`config.mk`:
```
export PLATFORM = sky130hd
export DESIGN_NAME = csa_core_regs
export DESIGN_NICKNAME = d
export VERILOG_FILES = /design/src/hw/csa_pkg.sv /design/src/hw/csa_core_regs.sv
export SDC_FILE = /design/constraint.sdc
export NUM_CORES = 2
export LEC_CHECK = 0
export BUFFER_PORTS_ARGS = -buffer_cell sky130_fd_sc_hd__buf_2
export CORE_MARGIN = 2
export CORE_UTILIZATION = 35
export CTS_CLUSTER_DIAMETER = 200
export DETAILED_ROUTE_END_ITERATION = 12
export HOLD_SLACK_MARGIN = 0.15
export PLACE_DENSITY_LB_ADDON = 0.15
export SLEW_MARGIN = 0
export SYNTH_ARGS = -nofsm -noshare
export SYNTH_HDL_FRONTEND = slang
export SYNTH_SLANG_ARGS = --single-unit
```
`constraint.sdc`:
```
create_clock -name ref_clk -period 5.66 [get_ports ref_clk]
set_input_delay 0.849 -clock ref_clk [delete_from_list [all_inputs] [get_ports ref_clk]]
set_output_delay 0.849 -clock ref_clk [all_outputs]
set_load 0.01 [all_outputs]
```
`src/hw/csa_pkg.sv`:
```
package csa_pkg;

    // Special-function addresses
    localparam logic [15:0] AUX_ADDR = 16'hFE02;
    localparam logic [15:0] STATUS_ADDR = 16'hFE06;
    localparam logic [15:0] STKL_ADDR = 16'hFE0A;
    localparam logic [15:0] STKH_ADDR = 16'hFE0B;

    // Reset values
    localparam logic [7:0] AUX_RESET = 8'h00;
    localparam logic [7:0] STATUS_RESET = 8'h00;
    localparam logic [15:0] STK_RESET = 16'h0000;

    // Status word bit positions
    localparam int CARRY_BIT = 7;
    localparam int HALF_BIT = 6;
    localparam int UHI_BIT = 5;
    localparam int ULO_BIT = 4;
    localparam int BNK_BIT = 3;
    localparam int RANGE_BIT = 2;
    localparam int NINTH_BIT = 1;
    localparam int PAR_BIT = 0;

    // Data space areas
    localparam logic [7:0] SYS_PAGE = 8'hFF;
    localparam logic [7:0] SFR_PAGE = 8'hFE;
    localparam logic [15:0] RAM_TOP = 16'hFDFF;
    localparam logic [7:0] BLANK_READ = 8'hFF;

    // Pointer registers in low RAM
    localparam int PTR_COUNT = 64;
    localparam int LOW_RAM_DEPTH = 128;

    typedef enum logic [2:0] {
        FLG_NONE = 3'd0,
        FLG_ADD = 3'd1,
        FLG_SUB = 3'd2,
        FLG_CMP = 3'd3,
        FLG_ROT = 3'd4,
        FLG_MUL = 3'd5,
        FLG_DIV = 3'd6
    } csa_flag_op_t;

    typedef enum logic [1:0] {
        AGEN_PLAIN = 2'd0,
        AGEN_AUX = 2'd1,
        AGEN_OFF7 = 2'd2
    } csa_agen_mode_t;

    typedef enum logic [2:0] {
        STK_IDLE = 3'b000,
        STK_RET_LO = 3'b001,
        STK_RET_HCAP = 3'b011,
        STK_RET_LCAP = 3'b010,
        STK_CALL_HI = 3'b100
    } csa_stk_state_t;

endpackage : csa_pkg

```
`src/hw/csa_core_regs.sv`:
```
`timescale 1ns/1ps
// Summary of operation
// RULE_01: Auxiliary operand register is 8-bit R/W at FE02H, reset to zero.
// RULE_02: Multiply and divide place part of their result in the auxiliary register.
// RULE_03: Auxiliary register used as offset is signed, -128 to +127.
// RULE_04: Status word at FE06H, reset zero: carry, half carry, user bits, bank, range, ninth, parity.
// RULE_05: Carry set by add carry, sub/compare borrow, rotate carry-out; else cleared.
// RULE_06: Half carry set on carry or borrow at bit 3; else cleared.
// RULE_07: Status bits 5 and 4 are free user bits without side effect.
// RULE_08: Bank bit picks table ROM half: 0 low 128K, 1 high 128K.
// RULE_09: Overflow set when signed add or subtract gives wrong sign.
// RULE_10: Overflow also set on nonzero multiply high part or zero divisor.
// RULE_11: Status bit 1 is ninth data bit of RAM 0000H to FDFFH.
// RULE_12: Status bit 0 always shows accumulator odd parity.
// RULE_13: Stack pointer is 16 bits, low at FE0A, high at FE0B, reset 0000H.
// RULE_14: Stack pre-increments before each write, post-decrements after each read.
// RULE_15: Call pushes bank plus low byte then high; return pops reverse order.
// RULE_16: Stack lives in RAM area 0000H to FDFFH; the stack pointer is not bounded and can address FE00H and above.
// RULE_17: Sixty-four pointer registers are byte pairs in RAM 0 to 7FH.
// RULE_18: Plain indirect mode uses selected pointer as operand address.
// RULE_19: Offset mode adds sign-extended auxiliary register to pointer.
// RULE_20: Areas are system FF00H+, special-function FE00H+, RAM below; base decides.
// RULE_21: RAM base plus offset leaving RAM area reads 0FFH, no SFR access.
// RULE_22: Special-function base plus offset wraps within the FE page.
// RULE_23: Pointer zero plus 7-bit signed offset follows the same area rules.
module csa_core_regs (
    // Clock and reset
    input wire logic ref_clk,
    input wire logic arst_n,
    // Special-function register port
    input wire logic [15:0] sfr_addr,
    input wire logic sfr_wr,
    input wire logic sfr_rd,
    input wire logic [7:0] sfr_wdata,
    output logic [7:0] sfr_rdata,
    output logic sfr_hit,
    // Datapath flag inputs
    input wire logic [7:0] acc_value,
    input wire csa_pkg::csa_flag_op_t flag_op,
    input wire logic [7:0] flag_a,
    input wire logic [7:0] flag_b,
    input wire logic flag_cin,
    input wire logic rot_carry,
    input wire logic [15:0] mul_high,
    input wire logic [15:0] div_divisor,
    input wire logic ninth_we,
    input wire logic ninth_value,
    input wire logic md_we,
    input wire logic [7:0] md_aux,
    // Status outputs
    output logic [7:0] status_word,
    output logic [7:0] aux_operand,
    output logic [15:0] stack_ptr,
    // Table read
    input wire logic [16:0] table_read_word,
    output logic [17:0] table_rom_addr,
    // Stack requests
    input wire logic stk_push,
    input wire logic stk_pop,
    input wire logic [8:0] stk_push_data,
    input wire logic stk_call,
    input wire logic [16:0] call_ret_addr,
    input wire logic code_bank_bit,
    input wire logic stk_ret,
    output logic stk_busy,
    output logic [15:0] stk_addr,
    output logic [8:0] stk_wdata,
    output logic stk_we,
    output logic stk_re,
    input wire logic [8:0] stk_rdata,
    output logic [16:0] ret_addr,
    output logic ret_bank,
    output logic ret_valid,
    // Low RAM byte port
    input wire logic low_we,
    input wire logic [6:0] low_addr,
    input wire logic [8:0] low_wdata,
    output logic [8:0] low_rdata,
    // Address generation
    input wire logic agen_valid,
    input wire csa_pkg::csa_agen_mode_t agen_mode,
    input wire logic [5:0] agen_ptr_sel,
    input wire logic [6:0] agen_off7,
    output logic [15:0] agen_addr,
    output logic agen_blank,
    output logic agen_done
);

    logic [7:0] aux_operand_reg;
    logic [7:0] status_word_reg;
    logic [15:0] stack_ptr_reg;
    logic [8:0] low_ram_reg [csa_pkg::LOW_RAM_DEPTH];
    logic [15:0] ptr_reg_n [csa_pkg::PTR_COUNT];
    csa_pkg::csa_stk_state_t stk_state_reg;
    logic [8:0] call_hi_reg;
    logic [8:0] ret_hi_reg;
    logic [8:0] sum9;
    logic [8:0] diff9;
    logic [4:0] half_sum;
    logic [4:0] half_diff;
    logic [7:0] flags_next;
    logic sw_status;
    logic stk_idle;
    logic [15:0] agen_base;
    logic [16:0] agen_off_ext;
    logic [16:0] agen_sum;

    assign sw_status = sfr_wr && (sfr_addr == csa_pkg::STATUS_ADDR);
    assign stk_idle = (stk_state_reg == csa_pkg::STK_IDLE);

    // RULE_01 aux register write
    // RULE_02 muldiv result wins
    always_ff @(posedge ref_clk or negedge arst_n) begin
        if (!arst_n) begin
            aux_operand_reg <= csa_pkg::AUX_RESET;
        end else if (md_we) begin
            aux_operand_reg <= md_aux;
        end else if (sfr_wr && (sfr_addr == csa_pkg::AUX_ADDR)) begin
            aux_operand_reg <= sfr_wdata;
        end
    end

    // Flag arithmetic
    always_comb begin
        sum9 = {1'b0, flag_a} + {1'b0, flag_b} + {8'h00, flag_cin};
        diff9 = {1'b0, flag_a} - {1'b0, flag_b} - {8'h00, flag_cin};
        half_sum = {1'b0, flag_a[3:0]} + {1'b0, flag_b[3:0]} + {4'h0, flag_cin};
        half_diff = {1'b0, flag_a[3:0]} - {1'b0, flag_b[3:0]} - {4'h0, flag_cin};
        flags_next = status_word_reg;
        if (sw_status) begin
            flags_next = sfr_wdata;
        end
        case (flag_op)
            // RULE_05 carry and borrow
            // RULE_06 half carry
            // RULE_09 signed overflow
            csa_pkg::FLG_ADD: begin
                flags_next[csa_pkg::CARRY_BIT] = sum9[8];
                flags_next[csa_pkg::HALF_BIT] = half_sum[4];
                flags_next[csa_pkg::RANGE_BIT] = (flag_a[7] == flag_b[7]) && (sum9[7] != flag_a[7]);
            end
            csa_pkg::FLG_SUB: begin
                flags_next[csa_pkg::CARRY_BIT] = diff9[8];
                flags_next[csa_pkg::HALF_BIT] = half_diff[4];
                flags_next[csa_pkg::RANGE_BIT] = (flag_a[7] != flag_b[7]) && (diff9[7] != flag_a[7]);
            end
            csa_pkg::FLG_CMP: begin
                flags_next[csa_pkg::CARRY_BIT] = diff9[8];
            end
            csa_pkg::FLG_ROT: begin
                flags_next[csa_pkg::CARRY_BIT] = rot_carry;
            end
            // RULE_10 multiply and divide range
            csa_pkg::FLG_MUL: begin
                flags_next[csa_pkg::RANGE_BIT] = (mul_high != 16'h0000);
            end
            csa_pkg::FLG_DIV: begin
                flags_next[csa_pkg::RANGE_BIT] = (div_divisor == 16'h0000);
            end
            default: begin
            end
        endcase
        // RULE_11 ninth bit transfer
        if (ninth_we) begin
            flags_next[csa_pkg::NINTH_BIT] = ninth_value;
        end
        // RULE_12 parity tracks accumulator
        flags_next[csa_pkg::PAR_BIT] = ^acc_value;
    end

    // RULE_04 status word register
    // RULE_07 user bits only by write
    always_ff @(posedge ref_clk or negedge arst_n) begin
        if (!arst_n) begin
            status_word_reg <= csa_pkg::STATUS_RESET;
        end else begin
            status_word_reg <= flags_next;
        end
    end

    // RULE_08 table bank select
    always_ff @(posedge ref_clk or negedge arst_n) begin
        if (!arst_n) begin
            table_rom_addr <= 18'h0_0000;
        end else begin
            table_rom_addr <= {status_word_reg[csa_pkg::BNK_BIT], table_read_word};
        end
    end

    // Register read port, unmapped reads zero
    always_ff @(posedge ref_clk or negedge arst_n) begin
        if (!arst_n) begin
            sfr_rdata <= 8'h00;
            sfr_hit <= 1'b0;
        end else if (sfr_rd) begin
            sfr_hit <= 1'b1;
            if (sfr_addr == csa_pkg::AUX_ADDR) begin
                sfr_rdata <= aux_operand_reg;
            end else if (sfr_addr == csa_pkg::STATUS_ADDR) begin
                sfr_rdata <= status_word_reg;
            end else if (sfr_addr == csa_pkg::STKL_ADDR) begin
                sfr_rdata <= stack_ptr_reg[7:0];
            end else if (sfr_addr == csa_pkg::STKH_ADDR) begin
                sfr_rdata <= stack_ptr_reg[15:8];
            end else begin
                sfr_rdata <= 8'h00;
                sfr_hit <= 1'b0;
            end
        end else begin
            sfr_hit <= 1'b0;
        end
    end

    // Stack engine; a stack operation beats a software pointer write
    always_ff @(posedge ref_clk or negedge arst_n) begin
        if (!arst_n) begin
            stk_state_reg <= csa_pkg::STK_IDLE;
            stack_ptr_reg <= csa_pkg::STK_RESET;
            stk_addr <= 16'h0000;
            stk_wdata <= 9'h000;
            stk_we <= 1'b0;
            stk_re <= 1'b0;
            stk_busy <= 1'b0;
            call_hi_reg <= 9'h000;
            ret_hi_reg <= 9'h000;
            ret_addr <= 17'h0_0000;
            ret_bank <= 1'b0;
            ret_valid <= 1'b0;
        end else begin
            stk_we <= 1'b0;
            stk_re <= 1'b0;
            ret_valid <= 1'b0;
            case (stk_state_reg)
                csa_pkg::STK_IDLE: begin
                    // RULE_15 call pushes bank and low first
                    // RULE_14 pre-increment on write
                    if (stk_call) begin
                        stack_ptr_reg <= stack_ptr_reg + 16'h0001;
                        stk_addr <= stack_ptr_reg + 16'h0001;
                        stk_wdata <= {code_bank_bit, call_ret_addr[7:0]};
                        stk_we <= 1'b1;
                        call_hi_reg <= call_ret_addr[16:8];
                        stk_state_reg <= csa_pkg::STK_CALL_HI;
                        stk_busy <= 1'b1;
                    end else if (stk_ret) begin
                        // RULE_15 return pops high first
                        stk_addr <= stack_ptr_reg;
                        stk_re <= 1'b1;
                        stack_ptr_reg <= stack_ptr_reg - 16'h0001;
                        stk_state_reg <= csa_pkg::STK_RET_LO;
                        stk_busy <= 1'b1;
                    end else if (stk_push) begin
                        stack_ptr_reg <= stack_ptr_reg + 16'h0001;
                        stk_addr <= stack_ptr_reg + 16'h0001;
                        stk_wdata <= stk_push_data;
                        stk_we <= 1'b1;
                    end else if (stk_pop) begin
                        // RULE_14 post-decrement on read
                        stk_addr <= stack_ptr_reg;
                        stk_re <= 1'b1;
                        stack_ptr_reg <= stack_ptr_reg - 16'h0001;
                    end else if (sfr_wr && (sfr_addr == csa_pkg::STKL_ADDR)) begin
                        // RULE_13 pointer byte writes
                        stack_ptr_reg[7:0] <= sfr_wdata;
                    end else if (sfr_wr && (sfr_addr == csa_pkg::STKH_ADDR)) begin
                        stack_ptr_reg[15:8] <= sfr_wdata;
                    end
                end
                csa_pkg::STK_CALL_HI: begin
                    stack_ptr_reg <= stack_ptr_reg + 16'h0001;
                    stk_addr <= stack_ptr_reg + 16'h0001;
                    stk_wdata <= call_hi_reg;
                    stk_we <= 1'b1;
                    stk_state_reg <= csa_pkg::STK_IDLE;
                    stk_busy <= 1'b0;
                end
                csa_pkg::STK_RET_LO: begin
                    stk_addr <= stack_ptr_reg;
                    stk_re <= 1'b1;
                    stack_ptr_reg <= stack_ptr_reg - 16'h0001;
                    stk_state_reg <= csa_pkg::STK_RET_HCAP;
                end
                csa_pkg::STK_RET_HCAP: begin
                    ret_hi_reg <= stk_rdata;
                    stk_state_reg <= csa_pkg::STK_RET_LCAP;
                end
                csa_pkg::STK_RET_LCAP: begin
                    ret_addr <= {ret_hi_reg, stk_rdata[7:0]};
                    ret_bank <= stk_rdata[8];
                    ret_valid <= 1'b1;
                    stk_state_reg <= csa_pkg::STK_IDLE;
                    stk_busy <= 1'b0;
                end
                default: begin
                    stk_state_reg <= csa_pkg::STK_IDLE;
                    stk_busy <= 1'b0;
                end
            endcase
        end
    end

    // RULE_17 low RAM holds the pointer pairs
    always_ff @(posedge ref_clk) begin
        if (low_we) begin
            low_ram_reg[low_addr] <= low_wdata;
        end
    end

    always_ff @(posedge ref_clk or negedge arst_n) begin
        if (!arst_n) begin
            low_rdata <= 9'h000;
        end else begin
            low_rdata <= low_ram_reg[low_addr];
        end
    end

    // RULE_17 pointer n is bytes 2n and 2n+1
    genvar gi;
    generate
        for (gi = 0; gi < csa_pkg::PTR_COUNT; gi++) begin : g_ptr
            assign ptr_reg_n[gi] = {low_ram_reg[2 * gi + 1][7:0], low_ram_reg[2 * gi][7:0]};
        end
    endgenerate

    // Operand address formation
    always_comb begin
        agen_base = ptr_reg_n[agen_ptr_sel];
        agen_off_ext = 17'h0_0000;
        case (agen_mode)
            // RULE_03 signed auxiliary offset
            // RULE_19 pointer plus auxiliary
            csa_pkg::AGEN_AUX: begin
                agen_off_ext = {{9{aux_operand_reg[7]}}, aux_operand_reg};
            end
            // RULE_23 pointer zero plus 7-bit offset
            csa_pkg::AGEN_OFF7: begin
                agen_base = ptr_reg_n[0];
                agen_off_ext = {{10{agen_off7[6]}}, agen_off7};
            end
            // RULE_18 plain pointer
            default: begin
                agen_off_ext = 17'h0_0000;
            end
        endcase
        agen_sum = {1'b0, agen_base} + agen_off_ext;
    end

    // RULE_20 base decides the area
    always_ff @(posedge ref_clk or negedge arst_n) begin
        if (!arst_n) begin
            agen_addr <= 16'h0000;
            agen_blank <= 1'b0;
            agen_done <= 1'b0;
        end else begin
            agen_done <= agen_valid;
            if (agen_valid) begin
                if (agen_base[15:8] == csa_pkg::SYS_PAGE) begin
                    agen_addr <= {csa_pkg::SYS_PAGE, agen_sum[7:0]};
                    agen_blank <= 1'b0;
                end else if (agen_base[15:8] == csa_pkg::SFR_PAGE) begin
                    // RULE_22 wrap within the page
                    agen_addr <= {csa_pkg::SFR_PAGE, agen_sum[7:0]};
                    agen_blank <= 1'b0;
                end else begin
                    // RULE_21 leaving RAM reads blank
                    // RULE_16 RAM area bound, for operands only; the stack pointer is not bounded
                    agen_addr <= agen_sum[15:0];
                    agen_blank <= agen_sum[16] || (agen_sum[15:0] > csa_pkg::RAM_TOP);
                end
            end
        end
    end

    assign status_word = status_word_reg;
    assign aux_operand = aux_operand_reg;
    assign stack_ptr = stack_ptr_reg;
endmodule : csa_core_regs

```
==> run summary <==
worst reg2reg path startpoint = low_ram_reg[60][0]$_DFFE_PP_
post-synth top area cell = edfxtp_1
total number of vias = 41857
top cell type's share of synthesized area = 58.1%
Synth-to-Final Area Change = 18.1%
sequential area share after synthesis = 64.6%
Final nets = 4502
WL/cell = 36.6 µm
Setup crit start kind = primary input
routability congestion estimate = 0.953
Largest register FFs = 1152
GRT Util Overall = 27.4%
Total Wirelength = 242000 µm
hold path startpoint = table_read_word[12]
total die area = 173000 µm²
Mapped Cells = 3777
PnR worst setup slack = 0.794 ns
power density over cell area = 352 nW/µm²
CTS buffer count = 147
WHS Path Cells = 1
Placed Area = 65400 µm²
Commonest cells post-synth = edfxtp_1 (1152), a22oi_1 (414), mux4_2 (317)
io pins = 323
R2R depth = 15
Clk Latency, worst-skew pair = 0.81 ns
post-route ant nets = 0
setup slack, reg-to-reg = 0.81 ns
largest net degree at the start of global routing = 82
Hold Path Class = primary input to flop
Critical R2R Capture = agen_blank$_DFFE_PN0P_
post-synthesis async set-or-reset flop share = 11.8%
status = finished clean
Hold Fails Final Rpt = 0
total power = 24.8 mW
minimum clock period = 4.87 ns
Worst-path clk slew = 0.06 ns
post-route cell area = 70300 µm²
drt drc = 0
Tcrit/Tclk final = 86.0%
Place WS = 0.0108 ns
Std-Cell Rows = 151
Crit. Startpoint = agen_ptr_sel[1]
DR iter-0 viols = 6138
CP endpoint kind = flop
Synth Flop Type = edfxtp_1
synthesized area = 59500 µm²
post-layout util = 41.6%
dpl cells = 6319
post-DP HPWL = 170000 µm
WP data arrival = 5.57 ns
Max Slew Vio Count = 0
buffer depth of the longest clock path = 3
vias in the first global route = 40441
TritonCTS clock tree = yes
worst clock skew = 0.0307 ns
fmax = 205 MHz
CTS HTree Levels = 4
count of final setup violators = 0
syn_nets = 4013
Max IR drop VDD = 0.331 mV
max-cap viol count = 0
top-count cell post-synth = edfxtp_1
layout cells sized above 1 = 28.3%
IO buf count = 322
CTS root buf = clkbuf_16
initial antenna violation count = 14
starting density of the core = 35.2%
fillers = 15137
crit-path max FO = 33
Die X = 416 µm
Fin Setup TNS = 0 ns
crit path to = agen_blank$_DFFE_PN0P_
first-pass GRT wire length = 334000 µm
chip height = 416 µm
total gr overflow = 0
flops & latches, synth = 1306
EDFF count, synth = 1152
Vias/cell = 6.33
synth top area cells = edfxtp_1 (58%), mux4_2 (12%), dfrtp_1 (6.5%)
Lkg Pwr = 23.5 nW
Core ar. = 169000 µm²
Netlist cell types = 75
Detailed Routing Iterations Pass 1 = 6
Hold Worst Slack = 0.244 ns
RSZ-0062 raised after global routing = false
Slew HR = 14.6%
Req. time, crit path = 6.36 ns
clock tree sinks = 1306
Worst Tran Pin Value = 1.28 ns
synthesized area per cell = 15.8 µm²
synth warn = 0
final cell count without fillers = 6609
Setup Crit Path Kind = primary input to flop
[routing by layer]
| metal | GRT usage, % | routed length [µm] | vias to the layer above |
|---|---|---|---|
| met5 | 0 | 65 | - |
| met4 | 12.9 | 12900 | 10 |
| met3 | 6.27 | 24900 | 501 |
| met2 | 42.8 | 111000 | 3034 |
| met1 | 36.2 | 92700 | 21550 |
| li1 | - | - | 16762 |
[kinds of logic after synthesis]
group	share of synthesized area, %
flops	64.6
simple gates	4.80
xor+xnor	0.869
mux	14.0
buf+inv	2.47
fa+ha+maj	1.01
compound gates	12.2
[what timing repair did]
action                    in CTS  in global routing
hold endpoints to repair      74                  0
hold buffers                  16                  0
setup buffers                  0                  0
gates resized for setup        0                  0
[placed cells by master (no fill, tap or decap), types with 7 or more instances in the layout]
cell | Yosys | routed
nand3_1 | 35 | 35
xnor2_1 | 35 | 35
a31oi_1 | 82 | 82
edfxtp_1 | 1152 | 1152
dlygate4sd3_1 | 0 | 16
clkinvlp_4 | 0 | 9
and3_1 | 13 | 12
a22o_1 | 111 | 111
dfrtp_1 | 154 | 154
clkinv_2 | 0 | 23
nor2b_1 | 17 | 17
ha_1 | 43 | 43
o211ai_1 | 18 | 18
nand2_1 | 102 | 100
mux2_2 | 54 | 54
o221ai_1 | 15 | 15
inv_1 | 39 | 39
mux2i_1 | 60 | 60
buf_4 | 15 | 292
a221oi_1 | 107 | 107
xor2_1 | 24 | 24
nor3_1 | 31 | 30
buf_2 | 18 | 307
clkinv_1 | 2 | 32
clkbuf_1 | 206 | 26
clkinv_8 | 0 | 8
a22oi_1 | 414 | 414
nor2_1 | 248 | 247
nand4_1 | 78 | 78
bufinv_16 | 0 | 12
o21a_1 | 13 | 13
clkbuf_16 | 0 | 147
or3_1 | 7 | 7
o22ai_1 | 13 | 13
mux4_2 | 317 | 317
buf_12 | 1 | 26
o21ai_0 | 65 | 65
a21oi_1 | 93 | 92
nor4_1 | 19 | 18
[worst max-delay path, cell delays in order]
cell and delay [ns]:
buf_8 0.29, buf_4 0.39, mux4_2 0.42, mux4_2 0.63, mux4_2 0.56, mux2_2 0.30, ha_1 0.34, nand3_1 0.10
o211ai_1 0.27, a21oi_1 0.15, a211oi_1 0.30, buf_4 0.17, xor2_1 0.18, nand3_1 0.10, nor3_1 0.18, nand3_1 0.10
a31oi_1 0.16
[cell type report]
class / count / area [µm²] / area share, %
sequential: 1306 / 38400 / 54.7
antenna: 4 / 10.0 / 0.0142
clock buffer: 177 / 3830 / 5.45
tap: 2218 / 2780 / 3.95
multi-input combinational: 2124 / 19700 / 28.0
clock inverter: 93 / 933 / 1.33
timing repair buffer: 645 / 4460 / 6.35
inverter: 42 / 158 / 0.224
[how the worst min path moves through the flow]
stage | endpoint | slack, ns
floorplan | table_rom_addr[17]$_DFF_PN0_ | 0.45
global placement | stk_wdata[1]$_DFFE_PN0P_ | 0.46
detailed placement | sfr_rdata[4]$_DFFE_PN0P_ | 0.46
CTS | table_rom_addr[12]$_DFF_PN0_ | 0.20
global route | table_rom_addr[12]$_DFF_PN0_ | 0.20
finish | table_rom_addr[12]$_DFF_PN0_ | 0.24
[where the power goes]
| group | internal [mW] | switching, mW | leakage [nW] |
|---|---|---|---|
| Clock | 5.42 | 4.13 | 2.30 |
| Sequential | 10.9 | 0.473 | 12.2 |
| Combinational | 1.51 | 2.33 | 9.01 |
(Power assumes the default switching activity.)
